`src/core/ring_media_pkg.sv`:
```
package ring_media_pkg;
	// Register byte offsets
	localparam logic [11:0] ctrl_off     = 12'h000;
	localparam logic [11:0] status_off   = 12'h004;
	localparam logic [11:0] irq_stat_off = 12'h008;
	localparam logic [11:0] irq_mask_off = 12'h00C;
	localparam logic [11:0] tx_data_off  = 12'h010;
	localparam logic [11:0] rx_data_off  = 12'h014;
	localparam logic [11:0] ins_div_off  = 12'h018;

	// Control register fields
	localparam int ctrl_freq_acq_bit = 0;
	localparam int ctrl_insert_bit   = 1;
	localparam int ctrl_wrap_n_bit   = 2;
	localparam int ctrl_tx_en_bit    = 3;

	// Status and interrupt fields
	localparam int st_ready_bit    = 0;
	localparam int st_fault_bit    = 1;
	localparam int st_rx_valid_bit = 2;
	localparam int ev_rx_byte_bit  = 0;
	localparam int ev_fault_bit    = 1;
	localparam int ev_ready_bit    = 2;
	localparam int ev_tx_done_bit  = 3;
	localparam int ev_width        = 4;

	// Reset values
	localparam logic [3:0]  ctrl_reset    = 4'h5;
	localparam logic [15:0] ins_div_reset = 16'h00FA;

	localparam int sync_stages = 2;
	localparam int byte_bits   = 8;
endpackage

```
`src/core/ring_rx_sampler.sv`:
```
// Samples receive data on recovered clock rising edges seen by the core clock
module ring_rx_sampler #(
	parameter int width = 8
) (
	input  wire logic             core_clk,
	input  wire logic             rst,
	input  wire logic             rclk_in,
	input  wire logic             data_in,
	input  wire logic             enable,
	output logic      [width-1:0] word,
	output logic                  word_valid
);
	if (width < 2 || width > 32) begin : g_bad_width
		$error("ring_rx_sampler width out of range");
	end

	typedef struct packed {
		logic [1:0]       clk_sync;
		logic [1:0]       dat_sync;
		logic             clk_last;
		logic [width-1:0] shift;
		logic [5:0]       count;
		logic [width-1:0] word;
		logic             valid;
	} rx_state_t;

	rx_state_t s_reg, s_next;

	always_comb begin
		s_next = s_reg;
		s_next.clk_sync = {s_reg.clk_sync[0], rclk_in};
		s_next.dat_sync = {s_reg.dat_sync[0], data_in};
		s_next.clk_last = s_reg.clk_sync[1];
		s_next.valid = 1'b0;
		if (!enable) begin
			s_next.count = 6'h00;
		end else if (s_reg.clk_sync[1] && !s_reg.clk_last) begin
			s_next.shift = {s_reg.shift[width-2:0], s_reg.dat_sync[1]};
			if (s_reg.count == 6'(width - 1)) begin
				s_next.count = 6'h00;
				s_next.word = {s_reg.shift[width-2:0], s_reg.dat_sync[1]};
				s_next.valid = 1'b1;
			end else begin
				s_next.count = s_reg.count + 6'h01;
			end
		end
	end

	always_ff @(posedge core_clk) begin
		if (rst) begin
			s_reg <= '0;
		end else begin
			s_reg <= s_next;
		end
	end

	assign word = s_reg.word;
	assign word_valid = s_reg.valid;

	chk_no_word_idle: assert property (
		@(posedge core_clk) disable iff (rst)
		!enable |=> !word_valid
	) else $error("word emitted while receive disabled");
endmodule

```
`src/core/ring_media_interface.sv`:
```
// Contract
// - Transmit data leaves as complementary pair.
// - Acquisition high frequency, low phase lock.
// - Insert held low with periodic high pulses.
// - Accept receive data only while ready low.
// - Wire fault low means fault detected.
// - Wrap high normal, low loopback.
//
// The implementer's own choices: the APB register port and the address map.
module ring_media_interface #(
	parameter int rx_width = ring_media_pkg::byte_bits
) (
	input  wire logic        core_clk,
	input  wire logic        rst,
	input  wire logic        psel,
	input  wire logic        penable,
	input  wire logic        pwrite,
	input  wire logic [11:0] paddr,
	input  wire logic [31:0] pwdata,
	output logic      [31:0] prdata,
	output logic             pready,
	output logic             pslverr,
	output logic             irq,
	input  wire logic        ring_ref_clk,
	input  wire logic        ring_rclk,
	input  wire logic        ring_rx_data,
	input  wire logic        rx_energy_ready_n,
	input  wire logic        wire_fault_n,
	output logic             ring_tx_diff_p,
	output logic             ring_tx_diff_n,
	output logic             freq_acq_ctl,
	output logic             insert_ctl,
	output logic             wrap_n
);
	if (rx_width != ring_media_pkg::byte_bits) begin : g_bad_width
		$error("rx_width must be 8");
	end

	localparam int ev_w = ring_media_pkg::ev_width;

	typedef struct packed {
		logic [31:0]     prdata;
		logic            pready;
		logic            pslverr;
		logic            irq;
		logic [3:0]      ctrl;
		logic [15:0]     ins_div;
		logic [15:0]     ins_cnt;
		logic            ins_pulse;
		logic [1:0]      rdy_sync;
		logic [1:0]      flt_sync;
		logic [1:0]      ref_sync;
		logic            ref_last;
		logic [7:0]      tx_shift;
		logic [3:0]      tx_bits;
		logic            tx_bit;
		logic [7:0]      rx_word;
		logic            rx_valid;
		logic [ev_w-1:0] ev;
		logic [ev_w-1:0] mask;
		logic            flt_last;
		logic            rdy_last;
	} state_t;

	state_t r_reg, r_next;
	logic [7:0] rx_word;
	logic       rx_word_valid;
	logic       rx_ready;
	logic       fault;
	logic       apb_take;
	logic       wr_ctrl;

	assign rx_ready = !r_reg.rdy_sync[1];
	assign fault    = !r_reg.flt_sync[1];

	ring_rx_sampler #(
		.width(rx_width)
	) u_rx (
		.core_clk  (core_clk),
		.rst       (rst),
		.rclk_in   (ring_rclk),
		.data_in   (ring_rx_data),
		.enable    (rx_ready),
		.word      (rx_word),
		.word_valid(rx_word_valid)
	);

	function automatic logic hit(input logic [11:0] a, input logic [11:0] off);
		hit = (a == off);
	endfunction

	// Access edge of an APB transfer, and the writes that move the control levels
	assign apb_take = psel && penable && !r_reg.pready;
	assign wr_ctrl  = apb_take && pwrite && hit(paddr, ring_media_pkg::ctrl_off);

	always_comb begin
		logic            acc;
		logic            ref_rise;
		logic [ev_w-1:0] set;
		logic [ev_w-1:0] clr;
		acc = 1'b0;
		ref_rise = 1'b0;
		set = '0;
		clr = '0;
		r_next = r_reg;
		r_next.pready = 1'b0;
		r_next.pslverr = 1'b0;
		r_next.rdy_sync = {r_reg.rdy_sync[0], rx_energy_ready_n};
		r_next.flt_sync = {r_reg.flt_sync[0], wire_fault_n};
		r_next.ref_sync = {r_reg.ref_sync[0], ring_ref_clk};
		r_next.ref_last = r_reg.ref_sync[1];
		r_next.flt_last = fault;
		r_next.rdy_last = rx_ready;
		ref_rise = r_reg.ref_sync[1] && !r_reg.ref_last;

		// Insert pulse generator: one short high pulse per period
		r_next.ins_pulse = 1'b0;
		if (r_reg.ctrl[ring_media_pkg::ctrl_insert_bit]) begin
			// A zero divider must not leave the line stuck high
			if (r_reg.ins_cnt >= r_reg.ins_div && !r_reg.ins_pulse) begin
				r_next.ins_cnt = 16'h0000;
				r_next.ins_pulse = 1'b1;
			end else begin
				r_next.ins_cnt = r_reg.ins_cnt + 16'h0001;
			end
		end else begin
			r_next.ins_cnt = 16'h0000;
		end

		// Transmit serialiser paced by reference clock edges
		if (ref_rise && r_reg.tx_bits != 4'h0) begin
			r_next.tx_bit = r_reg.tx_shift[7];
			r_next.tx_shift = {r_reg.tx_shift[6:0], 1'b0};
			r_next.tx_bits = r_reg.tx_bits - 4'h1;
			if (r_reg.tx_bits == 4'h1) set[ring_media_pkg::ev_tx_done_bit] = 1'b1;
		end

		if (rx_word_valid) begin
			r_next.rx_word = rx_word;
			r_next.rx_valid = 1'b1;
			set[ring_media_pkg::ev_rx_byte_bit] = 1'b1;
		end
		if (fault && !r_reg.flt_last) set[ring_media_pkg::ev_fault_bit] = 1'b1;
		if (rx_ready && !r_reg.rdy_last) set[ring_media_pkg::ev_ready_bit] = 1'b1;

		// APB slave, one wait state
		acc = apb_take;
		if (acc) begin
			r_next.pready = 1'b1;
			r_next.prdata = 32'h0000_0000;
			if (pwrite) begin
				if (hit(paddr, ring_media_pkg::ctrl_off)) r_next.ctrl = pwdata[3:0];
				else if (hit(paddr, ring_media_pkg::irq_stat_off)) clr = pwdata[ev_w-1:0];
				else if (hit(paddr, ring_media_pkg::irq_mask_off)) r_next.mask = pwdata[ev_w-1:0];
				else if (hit(paddr, ring_media_pkg::ins_div_off)) r_next.ins_div = pwdata[15:0];
				else if (hit(paddr, ring_media_pkg::tx_data_off)) begin
					if (r_reg.tx_bits == 4'h0 && r_reg.ctrl[ring_media_pkg::ctrl_tx_en_bit]) begin
						r_next.tx_shift = pwdata[7:0];
						r_next.tx_bits = 4'(ring_media_pkg::byte_bits);
					end else begin
						r_next.pslverr = 1'b1;
					end
				end else if (!hit(paddr, ring_media_pkg::status_off)
						&& !hit(paddr, ring_media_pkg::rx_data_off)) begin
					r_next.pslverr = 1'b1;
				end
			end else begin
				if (hit(paddr, ring_media_pkg::ctrl_off)) r_next.prdata = {28'h0, r_reg.ctrl};
				else if (hit(paddr, ring_media_pkg::status_off))
					r_next.prdata = {24'h0, r_reg.tx_bits != 4'h0, 4'h0,
						r_reg.rx_valid, fault, rx_ready};
				else if (hit(paddr, ring_media_pkg::irq_stat_off))
					r_next.prdata = {28'h0, r_reg.ev};
				else if (hit(paddr, ring_media_pkg::irq_mask_off))
					r_next.prdata = {28'h0, r_reg.mask};
				else if (hit(paddr, ring_media_pkg::ins_div_off))
					r_next.prdata = {16'h0, r_reg.ins_div};
				else if (hit(paddr, ring_media_pkg::rx_data_off)) begin
					r_next.prdata = {24'h0, r_reg.rx_word};
					if (!rx_word_valid) r_next.rx_valid = 1'b0;
				end else r_next.pslverr = 1'b1;
				if (hit(paddr, ring_media_pkg::tx_data_off)) r_next.pslverr = 1'b0;
			end
		end

		// Set wins over a write-one clear in the same cycle
		r_next.ev = (r_reg.ev & ~clr) | set;
		r_next.irq = |(r_next.ev & r_next.mask);
	end

	always_ff @(posedge core_clk) begin
		if (rst) begin
			r_reg <= '0;
			r_reg.ctrl <= ring_media_pkg::ctrl_reset;
			r_reg.ins_div <= ring_media_pkg::ins_div_reset;
		end else begin
			r_reg <= r_next;
		end
	end

	assign prdata = r_reg.prdata;
	assign pready = r_reg.pready;
	assign pslverr = r_reg.pslverr;
	assign irq = r_reg.irq;
	assign ring_tx_diff_p = r_reg.tx_bit;
	assign ring_tx_diff_n = ~r_reg.tx_bit;
	assign freq_acq_ctl = r_reg.ctrl[ring_media_pkg::ctrl_freq_acq_bit];
	assign insert_ctl = r_reg.ins_pulse;
	assign wrap_n = r_reg.ctrl[ring_media_pkg::ctrl_wrap_n_bit];

	// Transmit pair and its pacing
	chk_tx_complement: assert property (
		@(posedge core_clk) disable iff (rst)
		ring_tx_diff_p != ring_tx_diff_n
	) else $error("transmit pair not complementary");
	chk_tx_paced: assert property (
		@(posedge core_clk) disable iff (rst)
		!$stable(ring_tx_diff_p) |-> $past(r_reg.ref_sync[1] && !r_reg.ref_last)
	) else $error("transmit bit moved off a reference edge");
	chk_tx_busy_refused: assert property (
		@(posedge core_clk) disable iff (rst)
		(apb_take && pwrite && hit(paddr, ring_media_pkg::tx_data_off)
			&& r_reg.tx_bits != 4'h0) |=> pslverr
	) else $error("busy transmit write not refused");
	chk_tx_done_event: assert property (
		@(posedge core_clk) disable iff (rst)
		(r_reg.tx_bits == 4'h1 && r_reg.ref_sync[1] && !r_reg.ref_last)
			|=> r_reg.ev[ring_media_pkg::ev_tx_done_bit]
	) else $error("transmit done not flagged");

	// Acquisition and wrap levels move only on a control write
	chk_acq_write: assert property (
		@(posedge core_clk) disable iff (rst)
		wr_ctrl |=> freq_acq_ctl
			== $past(pwdata[ring_media_pkg::ctrl_freq_acq_bit])
	) else $error("acquisition control not taken from write");
	chk_acq_hold: assert property (
		@(posedge core_clk) disable iff (rst)
		!wr_ctrl |=> $stable(freq_acq_ctl)
	) else $error("acquisition control changed without write");
	chk_wrap_write: assert property (
		@(posedge core_clk) disable iff (rst)
		wr_ctrl |=> wrap_n
			== $past(pwdata[ring_media_pkg::ctrl_wrap_n_bit])
	) else $error("wrap select not taken from write");
	chk_wrap_level: assert property (
		@(posedge core_clk) disable iff (rst)
		!wr_ctrl |=> $stable(wrap_n)
	) else $error("wrap changed spontaneously");

	// Insert line: low with single-cycle high pulses
	chk_insert_pulse: assert property (
		@(posedge core_clk) disable iff (rst)
		insert_ctl |=> !insert_ctl
	) else $error("insert pulse longer than one cycle");
	chk_insert_off: assert property (
		@(posedge core_clk) disable iff (rst)
		!r_reg.ctrl[ring_media_pkg::ctrl_insert_bit] |=> !insert_ctl
	) else $error("insert pulse while disabled");
	chk_insert_period: assert property (
		@(posedge core_clk) disable iff (rst)
		(r_reg.ctrl[ring_media_pkg::ctrl_insert_bit] && !r_reg.ins_pulse
			&& r_reg.ins_cnt >= r_reg.ins_div) |=> insert_ctl
	) else $error("insert pulse missing at period end");

	// Wire fault and receive gating
	chk_fault_event: assert property (
		@(posedge core_clk) disable iff (rst)
		(fault && !r_reg.flt_last) |=> r_reg.ev[ring_media_pkg::ev_fault_bit]
	) else $error("wire fault not flagged");
	chk_fault_status: assert property (
		@(posedge core_clk) disable iff (rst)
		(apb_take && !pwrite && hit(paddr, ring_media_pkg::status_off))
			|=> prdata[ring_media_pkg::st_fault_bit] == $past(fault)
	) else $error("fault status bit wrong");
	chk_rx_gated: assert property (
		@(posedge core_clk) disable iff (rst)
		!rx_ready |=> !rx_word_valid
	) else $error("receive accepted while not ready");
	chk_rx_event: assert property (
		@(posedge core_clk) disable iff (rst)
		rx_word_valid |=> r_reg.rx_valid && r_reg.ev[ring_media_pkg::ev_rx_byte_bit]
	) else $error("received byte not flagged");
	chk_ready_event: assert property (
		@(posedge core_clk) disable iff (rst)
		(rx_ready && !r_reg.rdy_last) |=> r_reg.ev[ring_media_pkg::ev_ready_bit]
	) else $error("ready not flagged");
	chk_sync_delay: assert property (
		@(posedge core_clk) disable iff (rst)
		!wire_fault_n ##1 !wire_fault_n ##1 !wire_fault_n |-> fault
	) else $error("fault sync latency wrong");
	chk_ready_sync: assert property (
		@(posedge core_clk) disable iff (rst)
		rx_energy_ready_n ##1 rx_energy_ready_n ##1 rx_energy_ready_n |-> !rx_ready
	) else $error("ready sync latency wrong");

	// Register bus answer
	chk_pready_pulse: assert property (
		@(posedge core_clk) disable iff (rst)
		pready |=> !pready
	) else $error("pready held longer than one cycle");
	chk_err_with_ready: assert property (
		@(posedge core_clk) disable iff (rst)
		pslverr |-> pready
	) else $error("pslverr without pready");
	chk_write_rdata: assert property (
		@(posedge core_clk) disable iff (rst)
		(apb_take && pwrite) |=> prdata == 32'h0000_0000
	) else $error("read data not cleared on write");
	chk_irq_level: assert property (
		@(posedge core_clk) disable iff (rst)
		irq == |(r_reg.ev & r_reg.mask)
	) else $error("interrupt level mismatch");
endmodule

```
`config.mk`:
```
export PLATFORM = sky130hd
export DESIGN_NAME = ring_media_interface
export DESIGN_NICKNAME = d
export VERILOG_FILES = /design/src/core/ring_media_pkg.sv /design/src/core/ring_rx_sampler.sv /design/src/core/ring_media_interface.sv
export SDC_FILE = /design/constraint.sdc
export NUM_CORES = 1
export LEC_CHECK = 0
export BUFFER_PORTS_ARGS = -buffer_cell sky130_fd_sc_hd__clkbuf_2
export CAP_MARGIN = 25
export CORE_ASPECT_RATIO = 0.75
export CORE_MARGIN = 5
export CORE_UTILIZATION = 25
export DETAILED_ROUTE_END_ITERATION = 8
export PLACE_DENSITY_LB_ADDON = 0.15
export SYNTH_ARGS = -nofsm -noshare
export SYNTH_HDL_FRONTEND = slang
export SYNTH_SLANG_ARGS = --single-unit
```
`constraint.sdc`:
```
create_clock -name core_clk -period 2.28 [get_ports core_clk]
set_input_delay 0.228 -clock core_clk [delete_from_list [all_inputs] [get_ports core_clk]]
set_output_delay 0.228 -clock core_clk [all_outputs]
set_load 0.01 [all_outputs]
```
-- After elaboration in Yosys (flattened, before gate mapping)
Cells that the tools add are included.
- RAM bits: 0
- input bits: 54
- bits in latches: 0
- register bits after elaboration: 122
- memories: 0
- ROM bits: 0
- add/subtract/negate cells: 3
- bitwise logic cells: 12
- magnitude comparators: 1
- equality and inequality tests: 8
- div/mod/pow operators: 0
- shifts and indexed selects: 0
- muxes and demuxes: 59
- multipliers: 0
- reduce and logical (&&, ||, !) cells: 33
- operators by type and width (operator ; number):
    $mux 12 ; 8
    $mux 16 ; 6
    $eq 12x5->1 const B ; 3
    $mux 4 ; 9
    $mux 1 ; 32
    $eq 12x4->1 const B ; 2
    $add 16x1->16 const B ; 1
    $ge 16x16->1 ; 1
    $mux 13 ; 1
    $eq 12x3->1 const B ; 1
    $logic_not 12->1 ; 1
    $logic_and 1x1->1 ; 10
    $logic_not 1->1 ; 10
    $and 4x4->4 ; 2
    $mux 8 ; 1
    $not 1->1 ; 8
    $add 6x1->6 const B ; 1
    $eq 6x3->1 const B ; 1
    $mux 6 ; 1
    $reduce_and 3->1 ; 2
    $reduce_and 6->1 ; 1
    $reduce_or 2->1 ; 3
    $reduce_or 3->1 ; 2
    $eq 4x1->1 const B ; 1
    other kinds (8) ; 8

-- Longest topological paths before layout
- depth in word-level cells: 12
- depth in mapped cells: 9
- gate-level depth less buffers: 8

-- By module
A second synthesis with hierarchy kept.
- cell total of the unflattened synthesis: 648
- area, all modules: 5823.1 um^2
- modules (own cells, without submodules) (module ; cells an instance ; area each (um^2) ; sequential area each (um^2) ; times used):
    ring_media_interface ; 525 ; 4616.9 ; 1901.8 ; 1
    ring_rx_sampler ; 123 ; 1206.2 ; 540.5 ; 1

-- Least setup slack after synthesis
Ideal clock, no wire load.
- path kind: register to register
- start point: register r_reg[66] (netlist name)
- end point: register r_reg[48] (netlist name)
- data arrival time: 1827 ps
- buffers on the path: 1
- cell stages (with the launch flop): 10
- data required time: 2152 ps
- path slack: 325 ps
- setup time: 128 ps
- path through: dfxtp_1 -> inv_1 -> ha_1 -> o2111ai_1 -> a21oi_1 -> nand3_1 -> o22a_1 -> a21oi_1 -> clkbuf_1 -> nor2_1
- cells in the longest elaborated chain, start to end: 3
- ends and longest elaborated chain (element ; line ; source):
    from (decl) ; ring_media_interface.sv:65 ; state_t r_reg, r_next;
    from (signal assigned) ; ring_media_interface.sv:197 ; r_reg <= r_next;
    $ge 16x16->1 ; ring_media_interface.sv:120 ; if (r_reg.ins_cnt >= r_reg.ins_div && !r_reg.ins_pulse) begin
    $logic_and 1x1->1 ; ring_media_interface.sv:120 ;
    $reduce_or 3->1 (no source line) ; n/a ;
Every way passes these cells.
A chain may end at the register's enable or synchronous reset.

-- Final worst setup path
- start point: register r_reg[69] (netlist name)
- end point: register r_reg[45] (netlist name)
Same word-level chain as after synthesis.

==> results by stage <==
Setup path:
- The required time at the endpoint of the critical path is roughly 2.6 ns.
- In this run the register-to-register setup slack is between 0.2 and 0.3 ns.
- STA classifies the critical path endpoint as a flop.
- The element type at the critical path start is a flop.
- Data arrives at the worst endpoint at roughly 2.4 ns.
- The critical path is of the reg -> reg type.
- The longest individual stage delay on the worst path is 0.35 ns.
- Traced cell by cell, the critical path runs through inv_1, ha_1, a21o_1, a21o_1, a21oi_1, and3_1, a21oi_2, buf_4, nor2_1.
- The critical register-to-register path endpoint is r_reg[45].
- On the critical path, the stage with the largest delay is an instance of dfxtp_1.
- The source of the worst register-to-register timing path is r_reg[69].
- The number of cells on the worst reg-to-reg path is 9.
- The most numerous cell type found on the critical path is a21o_1.
- Along the worst path, the maximum fanout reaches 10.

Clock tree:
- The TritonCTS clock tree is built.
- Clock tree synthesis inserted a total of 17 buffers.
- The clock root buffer master is clkbuf_16.
- The deepest clock path buffer count is 2.
- The number of sinks on the clock net is roughly 120.
- The clock-pin transition on the worst setup and hold timing paths is approximately 0.06 ns.
- The number of buffers added for setup after CTS is 0.
- For this design, the CTS-stage hold fixing added 0 buffers.
- The source-to-sink clock delay at the later pin of the worst-skew pair is around 0.42 ns.
- The H-tree was split into 4 levels.

STA:
- The worst clock skew is 0.009066 ns.
- The final clock period utilization by the worst path is 0.8823.
- The final hold violation count is 0.
- Hold timing on the final database bottoms out at a slack of between 0.02 and 0.025 ns.
- The aggregate negative setup slack is 0 ns.
- The count of pins over their slew limit was 0.
- The worst relative slew slack is 0.5248.
- Setup repair after global routing left no endpoint under its margin.
- The clock period minus final worst setup slack is 2.012 ns.
- For the pin with the worst max-slew slack, the measured transition is between 0.7 and 0.8 ns.
- The maximum operating frequency is about 500 MHz.
- Setup violations remaining at the end of the flow were counted as 0.

Power and ir drop:
- The part of the total power dissipated in combinational logic is 0.033.
- The net switching share of the total power is 0.2039.
- Dividing total power by cell area gives a power density of between 700 and 800 mW/mm².
- Of the total power, registers draw 0.396.
- In this run the static leakage power is 2.747 nW.
- The portion of total power attributed to the clock network is 0.572.
- The analysis attributes to net switching a power of about 1.1 mW.
- The worst-case IR drop observed on VDD is 0.0004027 V.
- The internal portion of the total power is approximately 4.3 mW.
- The final total power is about 5.5 mW.

Floorplanning:
- The die is approximately 140 µm tall.
- The total die area is about 0.026 mm².
- The die width is between 150 and 200 µm.
- During I/O placement, the number of pins put on the boundary was 94.
- The effective utilization at floorplan is 0.2546.
- The total number of placement rows is between 40 and 50.
- The core outline area is 0.02217 mm².

Worst hold path:
- The end point of the worst hold path is u_rx.s_next[25].
- The class of the most critical hold timing path is in -> reg.
- Along the worst hold path, the cell count comes to 2.
- The worst hold path begins at ring_rx_data.

Synthesis:
- The average instance in the mapped netlist occupies just under 9 µm².
- By count the netlist is led by dfxtp_1, nor2_1, nand2_1.
- The number of warnings printed during yosys synthesis is 0.
- The leading cell type by number of instances after synthesis is dfxtp_1.
- The number of synthesized flops with an enable pin is 0.
- The synthesized flop and latch total is 122.
- Sorting the synthesized cells by area gives the leading types as dfxtp_1, mux2i_1, nor2_1, nand2_1, ha_1.
- The top flip-flop cell by instance count after synthesis is dfxtp_1.
- The biggest area contributor in the post-synthesis netlist is dfxtp_1.
- The synthesized netlist contains 53 unique library cells.
- The number of cells produced by synthesis is between 600 and 700.
- Of all flip-flops after synthesis, the portion carrying an async set or reset was 0.
- In this run the cell area of the synthesized design comes to 0.005645 mm².
- The proportion of netlist area held by the largest area contributor is 0.4326.
- The fraction of the yosys area taken by sequential cells is 0.4326.

Global route:
- The via count of the first global-routing pass is between 4000 and 5000.
- Entering global routing, the biggest net connects 64 pins.
- The initial antenna violation count is 0.
- The overall global routing resource usage is 0.1184.
- The overall overflow remaining after global route is 0.
- The global-route wire length before repair is 23940 µm.

Place:
- Routability-driven placement finished with a final weighted congestion of ~0.85.
- Port buffering added slightly above 60 buffers.
- The HPWL after detailed placement is 11130 µm.

Layout:
- The share of cells above drive strength 1 is 0.1953.
- The number of antenna repair diodes is 0.
- The final layout contains 780 nets.
- The register with the most flip-flops in the layout has 68 of them.
- At the end of the flow the core is filled with cells to 0.3117.
- The fill cell instance count of the final layout is between 2000 and 2500.
- The area growth from synthesis to layout is 22.41%.

Routing:
- The DRC violation count after routing is 0.
- The DRC violation total after the first TritonRoute iteration is approximately 230.
- The final routed wire length divided by cell count is around 15 µm.
- The total length of routed wires is between 10000 and 15000 µm.
- After detailed routing, the number of vias per cell comes to between 4 and 5.
- The post-route antenna net violation count is 0.
- The first-pass detailed-route iteration total is 5.
- The routed layout has 4500 vias.

Outcome:
- The run finished with clean final reports.

Job:
- The max-capacitance violation count is 0.
worst max-delay path: cells and delay by family (launching register included):
family,cells,cell delay (ns)
simple gates,2,0.34
flops,1,0.35
buf+inv,2,0.25
fa+ha+maj,1,0.28
compound gates,4,0.72
worst max path at each step:
stage	cells after the start	endpoint	slack [ns]	startpoint
3_3_place_gp	9	r_reg[44]	0.17	r_reg[66]
4_1_cts	9	r_reg[45]	0.12	r_reg[66]
2_1_floorplan	9	r_reg[48]	0.33	r_reg[66]
3_5_place_dp	9	r_reg[45]	0.14	r_reg[66]
5_1_grt	9	r_reg[44]	0.02	r_reg[66]
6_report	9	r_reg[45]	0.27	r_reg[69]
metal layers:
layer	vias to the layer above	global-route usage	routed length, µm
li1	2278	-	-
met1	2107	0.1668	7629
met2	96	0.1746	6362
met3	19	0.03266	706
met4	0	0.03918	187
met5	-	0	0
power by group through the flow:
stage,registers (mW),clock network [mW],logic (mW)
global placement,2.20,0,0.178
floorplan,2.20,0,0.114
detailed placement,2.20,0,0.180
CTS,2.16,3.19,0.181
finish,2.16,3.12,0.179
global route,2.16,3.29,0.198
per-stage QoR:
step,worst slack (ns),cell area [µm²],std cells
global placement,0.1670,6223,980
detailed placement,0.1393,6223,980
CTS,0.1155,6907,1011
finish,0.2684,6910,1011
global route,0.01525,6910,1011
floorplan,0.3252,5702,658
placed cells by master (no fill, tap or decap), types with 2 or more instances in the layout:
cell type / netlist / routed
nand2b_1: 3 / 3
nor3_1: 12 / 12
or3_1: 2 / 2
a31oi_1: 4 / 4
a22oi_1: 18 / 18
clkbuf_2: 1 / 60
nand4b_1: 2 / 2
clkbuf_16: 0 / 17
xor2_1: 13 / 13
nand3b_1: 8 / 8
xnor2_1: 9 / 9
mux2i_1: 36 / 36
and3_1: 8 / 8
nor4b_1: 3 / 3
clkinv_4: 0 / 3
and4_1: 2 / 2
dfxtp_1: 122 / 122
nor2b_1: 19 / 19
a211o_1: 2 / 2
a21oi_1: 36 / 35
clkinv_2: 0 / 2
or2_2: 4 / 4
nand2_1: 71 / 71
o21ai_0: 4 / 4
nand3_1: 11 / 11
nor3b_1: 2 / 2
a211oi_1: 5 / 5
a211oi_2: 7 / 7
ha_1: 21 / 21
a21o_1: 4 / 4
conb_1: 1 / 16
o221ai_1: 5 / 5
bufinv_16: 0 / 6
and2_1: 5 / 5
clkbuf_8: 0 / 3
nand4_1: 12 / 12
inv_1: 28 / 28
buf_4: 33 / 32
nor2_1: 85 / 85
logic make-up after synthesis:
logic type                 share of synthesized area
muxes                                        0.06383
xor gates and xnor gates                     0.03413
adders and majority gates                    0.04654
DFF                                           0.4326
other                                      0.0006643
AOI/OAI and AO/OA                             0.1164
buffers and inverters                        0.08710
and+or+nand+nor                               0.2188
cell type report:
| type | instances | area, µm² | area share |
|---|---|---|---|
| timing repair buffer | 92 | 540.5 | 0.07822 |
| inverter | 28 | 105.1 | 0.01521 |
| sequential | 122 | 2442 | 0.3534 |
| clock inverter | 11 | 216.5 | 0.03132 |
| tap | 294 | 367.9 | 0.05323 |
| clock buffer | 20 | 466.7 | 0.06754 |
| multi-input combinational | 444 | 2771 | 0.4011 |
what timing repair did:
| item | 4_1_cts | 5_1_grt |
|---|---|---|
| resized for setup | 0 | 1 |
| endpoints found under the hold margin | 0 | 0 |
| endpoints found under the setup margin | 0 | 10 |
No activity file was read; power rests on OpenSTA's default activity.
